## config.mk

```make
export PLATFORM = sky130hd
export DESIGN_NAME = supply_watchdog_reset_supervisor
export DESIGN_NICKNAME = d
export VERILOG_FILES = /design/src/pkg/supervisor_pkg.sv /design/src/pkg/debounce_if.sv /design/src/verilog/manual_debounce.sv /design/src/verilog/supply_watchdog_reset_supervisor.sv
export VERILOG_INCLUDE_DIRS = /design/src /design/src/pkg
export SDC_FILE = /design/constraint.sdc
export NUM_CORES = 1
export LEC_CHECK = 0
export BUFFER_PORTS_ARGS = -buffer_cell sky130_fd_sc_hd__buf_4
export CORE_MARGIN = 2
export CORE_UTILIZATION = 39
export CTS_CLUSTER_SIZE = 28
export DETAILED_ROUTE_END_ITERATION = 7
export SYNTH_ARGS = -nofsm -noshare
export SYNTH_HDL_FRONTEND = slang
export SYNTH_SLANG_ARGS = --single-unit
```

## constraint.sdc

```tcl
create_clock -name clk -period 7.38 [get_ports clk]
set_input_delay 1.107 -clock clk [delete_from_list [all_inputs] [get_ports clk]]
set_output_delay 1.107 -clock clk [all_outputs]
set_load 0.01 [all_outputs]
```

## src/pkg/supervisor_params.svh

```systemverilog
`ifndef SUPERVISOR_PARAMS_SVH
`define SUPERVISOR_PARAMS_SVH
`define CLK_FREQ_HZ 100000000
// times in their own units, as printed
`define HOLD_TIME_MS 250
`define WD_SHORT_MS 150
`define WD_MID_MS 600
`define WD_LONG_MS 1200
`define DEBOUNCE_TIME_MS 4
`define SUPPLY_ASSERT_MAX_US 150
`define KICK_PULSE_MIN_NS 20
// cycles derived from the rate
`define MS_TO_CYC(ms) ((ms) * (`CLK_FREQ_HZ / 1000))
`define HOLD_CYC `MS_TO_CYC(`HOLD_TIME_MS)
`define WD_SHORT_CYC `MS_TO_CYC(`WD_SHORT_MS)
`define WD_MID_CYC `MS_TO_CYC(`WD_MID_MS)
`define WD_LONG_CYC `MS_TO_CYC(`WD_LONG_MS)
`define DEBOUNCE_CYC `MS_TO_CYC(`DEBOUNCE_TIME_MS)
`define CNT_W 32
`endif

```

## src/pkg/supervisor_pkg.sv

```systemverilog
package supervisor_pkg;
  typedef enum logic [1:0] {
    wd_sel_short = 2'h0,
    wd_sel_mid = 2'h1,
    wd_sel_long = 2'h2
  } wd_sel_t;
  typedef enum logic [2:0] {
    st_run = 3'h1,
    st_active = 3'h2,
    st_hold = 3'h4
  } sup_state_t;
endpackage

```

## src/pkg/debounce_if.sv

```systemverilog
`timescale 1ns/1ns
interface debounce_if;
  logic raw_n;
  logic pressed;
  modport ctl (output raw_n, input pressed);
  modport filt (input raw_n, output pressed);
endinterface

```

## src/verilog/manual_debounce.sv

```systemverilog
`timescale 1ns/1ns
`include "supervisor_params.svh"
module manual_debounce #(
  parameter int unsigned DEBOUNCE_CYCLES = `DEBOUNCE_CYC
) (
  input wire logic clk,
  input wire logic rst_n,
  debounce_if.filt dbif
);
  logic [`CNT_W-1:0] stable_cnt;
  logic level_n;
  // a level must stand unbroken for the full count before it is taken
  always_ff @(posedge clk) begin
    if (!rst_n) begin
      stable_cnt <= '0;
      level_n <= 1'b1;
      dbif.pressed <= 1'b0;
    end else begin
      level_n <= dbif.raw_n;
      if (dbif.raw_n != level_n) begin
        stable_cnt <= '0;
      end else if (stable_cnt >= DEBOUNCE_CYCLES[`CNT_W-1:0] - 32'h0000_0001) begin
        dbif.pressed <= !level_n;
      end else begin
        stable_cnt <= stable_cnt + 32'h0000_0001;
      end
    end
  end
endmodule // manual_debounce

```

## src/verilog/supply_watchdog_reset_supervisor.sv

```systemverilog
// Notes on behaviour
// - both resets active while the supply-low indication stands
// - threshold select low picks 5 percent trip, high picks 10 percent
// - resets held 250 ms after supply recovers
// - timeout select: low 150 ms, open 600 ms, high 1200 ms
// - missed kick within timeout asserts resets for the hold period
// - any kick falling edge restarts the watchdog count
// - manual reset debounced; recognised low forces resets active
// - lows under 1 ms ignored; lows of 20 ms always taken
// - supply low asserts both outputs well within 150 us
// - after manual reset release, resets held one hold period
`timescale 1ns/1ns
`include "supervisor_params.svh"
module supply_watchdog_reset_supervisor #(
  parameter int unsigned HOLD_CYCLES = `HOLD_CYC,
  parameter int unsigned WD_SHORT_CYCLES = `WD_SHORT_CYC,
  parameter int unsigned WD_MID_CYCLES = `WD_MID_CYC,
  parameter int unsigned WD_LONG_CYCLES = `WD_LONG_CYC,
  parameter int unsigned DEBOUNCE_CYCLES = `DEBOUNCE_CYC
) (
  input wire logic clk,
  input wire logic rst_n,
  input wire logic supply_below_5pct,
  input wire logic supply_below_10pct,
  input wire logic threshold_select,
  input wire logic [1:0] timeout_select,
  input wire logic watchdog_kick_n,
  input wire logic manual_reset_n,
  output logic reset_out,
  output logic reset_out_n,
  output logic reset_out_n_oe
);
  supervisor_pkg::sup_state_t state;
  supervisor_pkg::wd_sel_t wd_sel;
  logic [1:0] supply_a, supply_b, kick_s, mr_s, tol_s;
  logic [1:0] tsel_a, tsel_b;
  logic kick_last;
  logic [`CNT_W-1:0] hold_cnt;
  logic [`CNT_W-1:0] wd_cnt;
  logic supply_low, kick_fall, wd_expired, cause;
  debounce_if dbif ();

  // every pin except rst_n passes two flops before any logic looks at it
  always_ff @(posedge clk) begin
    if (!rst_n) begin
      supply_a <= 2'h0;
      supply_b <= 2'h0;
      kick_s <= 2'h3;
      mr_s <= 2'h3;
      tol_s <= 2'h0;
      tsel_a <= 2'h0;
      tsel_b <= 2'h0;
    end else begin
      supply_a <= {supply_below_10pct, supply_below_5pct};
      supply_b <= supply_a;
      kick_s <= {kick_s[0], watchdog_kick_n};
      mr_s <= {mr_s[0], manual_reset_n};
      tol_s <= {tol_s[0], threshold_select};
      tsel_a <= timeout_select;
      tsel_b <= tsel_a;
    end
  end

  assign dbif.raw_n = mr_s[1];

  manual_debounce #(.DEBOUNCE_CYCLES(DEBOUNCE_CYCLES)) u_debounce (
    .clk(clk),
    .rst_n(rst_n),
    .dbif(dbif)
  );

  function automatic logic [`CNT_W-1:0] wd_limit(input supervisor_pkg::wd_sel_t s);
    unique case (s)
      supervisor_pkg::wd_sel_short: wd_limit = WD_SHORT_CYCLES[`CNT_W-1:0];
      supervisor_pkg::wd_sel_long: wd_limit = WD_LONG_CYCLES[`CNT_W-1:0];
      default: wd_limit = WD_MID_CYCLES[`CNT_W-1:0];
    endcase
  endfunction

  // 10 percent trip is the lower voltage, so it uses the second comparator
  assign supply_low = tol_s[1] ? supply_b[1] : supply_b[0];
  assign kick_fall = kick_last && !kick_s[1];
  assign wd_expired = wd_cnt >= wd_limit(wd_sel) - 32'h0000_0001;
  assign cause = supply_low || dbif.pressed;

  // timeout select 0 = low, 1 = open, 2 or 3 = high; the strap is re-read at each release
  always_ff @(posedge clk) begin
    if (!rst_n) begin
      wd_sel <= supervisor_pkg::wd_sel_mid;
    end else if (state != supervisor_pkg::st_run) begin
      unique case (tsel_b)
        2'h0: wd_sel <= supervisor_pkg::wd_sel_short;
        2'h1: wd_sel <= supervisor_pkg::wd_sel_mid;
        default: wd_sel <= supervisor_pkg::wd_sel_long;
      endcase
    end
  end

  always_ff @(posedge clk) begin
    if (!rst_n) begin
      kick_last <= 1'b1;
    end else begin
      kick_last <= kick_s[1];
    end
  end

  always_ff @(posedge clk) begin
    if (!rst_n) begin
      wd_cnt <= '0;
    end else if (state != supervisor_pkg::st_run || kick_fall) begin
      wd_cnt <= '0;
    end else begin
      wd_cnt <= wd_cnt + 32'h0000_0001;
    end
  end

  always_ff @(posedge clk) begin
    if (!rst_n) begin
      state <= supervisor_pkg::st_active;
      hold_cnt <= '0;
    end else begin
      unique case (state)
        supervisor_pkg::st_run: begin
          if (cause) begin
            state <= supervisor_pkg::st_active;
          end else if (wd_expired) begin
            state <= supervisor_pkg::st_hold;
            hold_cnt <= '0;
          end
        end
        supervisor_pkg::st_active: begin
          hold_cnt <= '0;
          if (!cause) begin
            state <= supervisor_pkg::st_hold;
          end
        end
        supervisor_pkg::st_hold: begin
          if (cause) begin
            state <= supervisor_pkg::st_active;
          end else if (hold_cnt >= HOLD_CYCLES[`CNT_W-1:0] - 32'h0000_0001) begin
            state <= supervisor_pkg::st_run;
          end else begin
            hold_cnt <= hold_cnt + 32'h0000_0001;
          end
        end
        default: state <= supervisor_pkg::st_active;
      endcase
    end
  end

  // outputs registered; open drain low output drives only while asserted
  always_ff @(posedge clk) begin
    if (!rst_n) begin
      reset_out <= 1'b1;
      reset_out_n <= 1'b0;
      reset_out_n_oe <= 1'b1;
    end else begin
      reset_out <= (state != supervisor_pkg::st_run);
      reset_out_n <= 1'b0;
      reset_out_n_oe <= (state != supervisor_pkg::st_run);
    end
  end
endmodule // supply_watchdog_reset_supervisor

```

# --- Word level (Yosys, flattened, before mapping) ---
# Cells that the tools add are included.
totals:
  reg_bits: 119
  inputBits: 9
  wordCells: 66
classes:
  addsub: 4
  order_cmp: 3
  n_eq_ne: 14
  mux: 14
  n_bitwise: 2
  reduce_logical: 13
op_table:
  columns: ["op", "count"]
  rows:
  - ["two-way mux 32 bit", 4]
  - ["adder 32 x 1 -> 32 bit (second input constant)", 3]
  - ["one-hot mux 32 bit (3 select lines)", 1]
  - ["one-hot mux 27 bit (2 select lines)", 1]
  - [">= comparator 32 x 19 -> 1 bit (second input constant)", 1]
  - [">= comparator 32 x 25 -> 1 bit (second input constant)", 1]
  - [">= comparator 32 bit", 1]
  - ["subtractor 32 x 1 -> 32 bit (second input constant)", 1]
  - ["two-way mux 3 bit", 5]
  - ["inequality test 2 bit (second input constant)", 5]
  - ["one-hot mux 3 bit (3 select lines)", 1]
  - ["inequality test 3 bit (second input constant)", 2]
  - ["AND reduction 5 bit", 1]
  - ["logical NOT 2 bit", 2]
  - ["one-hot mux 2 bit (2 select lines)", 1]
  - ["OR reduction 2 bit", 2]
  - ["equality test 3 x 1 -> 1 bit (second input constant)", 1]
  - ["equality test 3 x 2 -> 1 bit (second input constant)", 1]
  - ["equality test 3 bit (second input constant)", 1]
  - ["inequality test 3 x 1 -> 1 bit (second input constant)", 1]
  - ["AND reduction 3 bit", 1]
  - ["nonzero test 3 bit", 1]
  - ["equality test 2 x 1 -> 1 bit (second input constant)", 1]
  - ["equality test 2 bit (second input constant)", 1]
  - ["other kinds (7)", 10]

# --- Logic depth before layout (Yosys ltp) ---
logic_depth:
  ltp_word: 7
  mapped_depth: 11
  mapped_depth_nobuf: 10

# --- Hierarchy ---
# Synthesis repeated with hierarchy kept, for this count alone.
unflattened:
  cells_unflattened: 680
  hier_area_um2: 5899.4
by_module_without_submodules:
  columns: ["module", "n_inst", "cells_per_inst", "area_each_um2"]
  rows:
  - ["supply_watchdog_reset_supervisor", 1, 503, 4400.5]
  - ["manual_debounce", 1, 177, 1498.9]

# --- Worst setup path after synthesis ---
# OpenSTA, ideal clock, no wires.
synth_path:
  path_kind: "register to register"
  start: "register wd_sel[0]"
  end: "register hold_cnt[4]"
  arrival_time_ps: 2484
  t_required_ps: 7249
  slack_ps: 4765
  stages_incl_launch_ff: 10
  n_path_buf: 1
  synth_period_minus_slack_ps: 2615
  path_cell_list: "dfxtp_1 and2b_1 ha_1 nand4_1 or4_1 o211ai_1 a21oi_2 buf_2 o311ai_1 o41ai_1"
synth_between:
  elab_chain_len: 6
  elab_cells_between_ends: 7
synth_lines:
  columns: ["element", "line_no", "source"]
  rows:
  - ["from (decl)", "supply_watchdog_reset_supervisor.sv:34", "supervisor_pkg::wd_sel_t wd_sel;"]
  - ["from (signal assigned)", "supply_watchdog_reset_supervisor.sv:89", "wd_sel <= supervisor_pkg::wd_sel_mid;"]
  - ["from (signal assigned)", "supply_watchdog_reset_supervisor.sv:92", "2'h0: wd_sel <= supervisor_pkg::wd_sel_short;"]
  - ["from (signal assigned)", "supply_watchdog_reset_supervisor.sv:93", "2'h1: wd_sel <= supervisor_pkg::wd_sel_mid;"]
  - ["equality test 2 bit or logical NOT 2 bit (tied branches)", "supply_watchdog_reset_supervisor.sv:73", "unique case (s)"]
  - ["one-hot mux 27 bit (2 select lines) (*)", "supply_watchdog_reset_supervisor.sv:73", null]
  - ["subtractor 32 x 1 -> 32 bit (*)", "supply_watchdog_reset_supervisor.sv:83", "assign wd_expired = wd_cnt >= wd_limit(wd_sel) - 32'h0000_0001;"]
  - [">= comparator 32 bit (*)", "supply_watchdog_reset_supervisor.sv:83", null]
  - ["inequality test 2 bit (no source line) (*)", null, null]
  - ["AND reduction 5 bit (no source line) (*)", null, null]
  - ["to (signal assigned)", "supply_watchdog_reset_supervisor.sv:143", "hold_cnt <= hold_cnt + 32'h0000_0001;"]
  - ["to (decl)", "supply_watchdog_reset_supervisor.sv:38", "logic [`CNT_W-1:0] hold_cnt;"]
# Mark *: on every way between the ends. The rest lies on a longest branch, timed or not.
# A chain may end at the register's enable or synchronous reset.

# --- Worst setup path after layout ---
layout_path:
  start: "register wd_sel[0]"
  end: "register hold_cnt[23]"
# The elaborated chain is that of the path after synthesis.

==> summary.md <==
| Metric | Value |
|---|---|
| Initial DRC count | 290 |
| Final Power | about 0.0016 W |
| Place WS | 4.26 ns |
| Post CTS Setup Buffer Count | 0 |
| Post-synth EDFFs | 0 |
| Vias | between 4k and 5k |
| # IOs | 12 |
| Total Routing Usage GR | approximately 17% |
| Reg2reg start | wd_sel[0] |
| CORE AREA | 13800 um^2 |
| Final HPWL DP | approximately 7700 um |
| Hold Path Class | reg -> reg |
| DIE WIDTH | 123 um |
| Capture point of the worst reg-to-reg path | hold_cnt[23] |
| CTS Sinks | around 120 |
| Routed wire per std cell | 13.6 um |
| CTS tree | done |
| Slew margin rel. | between 20% and 30% |
| PortBufs | 10 |
| Final core area utilization | a little under half |
| Area Overhead vs Synth | 15.2% |
| Largest stage delay, worst path | ~0.62 ns |
| Synthesized cell area | 5490 um^2 |
| H-Tree Level Count | 4 |
| Tcrit/Tclk final | roughly two fifths |
| Slowest cell on the critical path | a21oi_2 |
| Root Driver | clkbuf_16 |
| Hold_buf cts | 0 |
| Max_cap viols | 0 |
| Initial Util | around two fifths |
| Critical-path cell list | or2_2 > inv_1 > ha_1 > a21oi_1 > o21a_1 > a2bb2oi_1 > o211ai_1 > a21oi_2 > nor2_2 > a311oi_1 |
| Synth warn | 0 |
| Maximum vdd drop | 0.000153 V |
| Reg2Reg Setup Slack | between 4 and 5 ns |
| Gr ovfl total | 0 |
| Initial antenna violation count | 0 |
| FMAX | roughly 330 MHz |
| DR pass1 iterations | 4 |
| CP Class | reg -> reg |
| CTS Buffer Depth | 2 |
| Post-route ant nets | 0 |
| Synth Register Bits | between 100 and 150 |
| Unrepaired setup endpoints after global routing | false |
| Pleak | roughly 2.3 nW |
| Gpl congestion | ~0.9 |
| Share of cells above drive strength 1 | under 10% |
| Post-CTS Resized | 0 |
| Syn_area_per_cell | 8.61 um^2 |
| Crit-path max FO | 16 |
| Via/cell ratio | between 5 and 6 |
| Clk_lat worst skew | roughly 0.41 ns |
| Final min period | around 3.1 ns |
| Vias in the first global route | around 4.3k |
| Ys async rst share | 0% |
| TNS Setup | 0 ns |
| Hold Path End | kick_s[1] |
| # setup viols final | 0 |
| Worst reg2reg path depth | 10 |
| Number of cell rows | between 40 and 50 |
| Final setup margin | roughly 4.3 ns |
| Worst EP required | around 7.7 ns |
| Final nets | around 680 |
| Syn Inst Count | roughly 640 |
| Pins Over Slew Limit | 0 |
| Final wirelength | between 10000 and 15000 um |
| Worst setup EP type | register |
| Delay-heaviest family, CP | compound AO/OA/AOI/OAI gates |
| Final hold violation count | 0 |
| Hold_sp | kick_s[0] |
| DRC viols | 0 |
| Clock slew at reported path FFs | approximately 0.060 ns |
| DIE AREA | between 15000 and 20000 um^2 |
| Hold depth | 1 |
| First-pass GRT wire length | ~20000 um |
| Least-Margin Pin Slew | about 1.2 ns |
| Largest net degree at the start of global routing | 54 |
| CP Buf/Inv Count | 1 |
| Die Span Y | 123 um |
| Antenna Cells | 0 |
| Num CTS Buffers | 17 |
| Synth Flop Type | dfxtp_1 |
| CP startpoint kind | register |
| Yosys cell types | 57 |
| Filler instances | approximately 1.3k |
| Arrival time at the worst endpoint | roughly 3.4 ns |
| Status | finished clean |
| Clk_skew | just over 0.008 ns |
| Power density over cell area | 253 nW/um^2 |
| Seq/Total Area, Yosys | between 40% and 50% |
[sequential cells by signal (all words and copies together) (netlist names), 3 cells and up]
signal	count
state	3
hold_cnt	32
u_debounce.stable_cnt	32
wd_cnt	32
[layout make-up]
cell class                 instances  area [um^2]  area share (%)
timing repair buffer              13         97.6            1.54
multi-input combinational        475         2930            46.3
clock buffer                      18          429            6.79
clock inverter                    14          190            3.01
inverter                          18         67.6            1.07
sequential                       119         2380            37.7
tap                              180          225            3.56
[per-layer routing]
metal  up-vias  routed length, um  track usage (%)
li1       2282                  -                -
met2        64               5500             27.6
met3         8                346             4.51
met5         -                  0                0
met4         0                109             6.47
met1      2135               5400             20.6
[metrics by stage]
step                cells  instance area [um^2]  hold WS [ns]
floorplan             639                  5490         0.386
global placement      805                  5700         0.399
detailed placement    805                  5700         0.402
CTS                   837                  6320         0.417
global route          837                  6320         0.433
finish                837                  6320         0.414
[report_power, final]
group | total (W) | leakage, nW | switching [W] | internal, W
clock network | 0.000858 | 0.300 | 0.000316 | 0.000541
registers | 0.000658 | 0.963 | 0.00000662 | 0.000652
logic | 0.0000827 | 1.01 | 0.0000596 | 0.0000231
total | 0.00160 | 2.27 | 0.000382 | 0.00122
[worst max path at each step]
| stage | start | endpoint | slack, ns | depth (start not counted) |
|---|---|---|---|---|
| 5_1_grt | wd_sel[0] | hold_cnt[10] | 3.94 | 10 |
| 4_1_cts | wd_sel[0] | hold_cnt[23] | 4.29 | 10 |
| 6_report | wd_sel[0] | hold_cnt[23] | 4.33 | 10 |
| 3_5_place_dp | wd_sel[0] | hold_cnt[23] | 4.26 | 10 |
| 3_3_place_gp | wd_sel[0] | hold_cnt[9] | 4.44 | 10 |
| 2_1_floorplan | wd_sel[0] | hold_cnt[4] | 4.76 | 9 |
[cell usage in the layout, fill, tap and decap left out, types with 13 or more instances in the layout]
cell type    n
a21oi_1     24
and2_1      15
and3_1      26
buf_4       13
clkbuf_16   17
dfxtp_1    119
ha_1        23
inv_1       18
nand2_1     51
nand3_1     37
nand4_1     15
nor2_1      78
nor3_1      25
nor4_1      14
o21ai_0     20
xnor2_1     26
xor2_1      20
[cells in the mapped netlist (all sizes together) (17+ instances only)]
master / n / area, um^2
nor2: 79 / 299
xnor2: 26 / 228
and3: 26 / 163
nand2: 51 / 191
xor2: 20 / 175
and2: 17 / 109
ha: 23 / 288
clkbuf: 20 / 75.1
a21oi: 25 / 129
dfxtp: 119 / 2380
inv: 18 / 67.6
nor3: 26 / 135
o21ai: 24 / 120
nand3: 37 / 185
[cells by family (layout without fill, tap and decap cells)]
| family | count (synthesis) | count (layout) | synth area share, % |
|---|---|---|---|
| other | 2 | 4 | 0.137 |
| adders and majority gates | 24 | 24 | 5.43 |
| buffers and inverters | 45 | 63 | 3.33 |
| xor gates and xnor gates | 46 | 46 | 7.34 |
| and+or+nand+nor | 297 | 297 | 27.4 |
| muxes | 1 | 1 | 0.182 |
| DFF | 119 | 119 | 43.4 |
| AOI/OAI and AO/OA | 103 | 103 | 12.8 |
No activity file was read; power rests on OpenSTA's default activity.
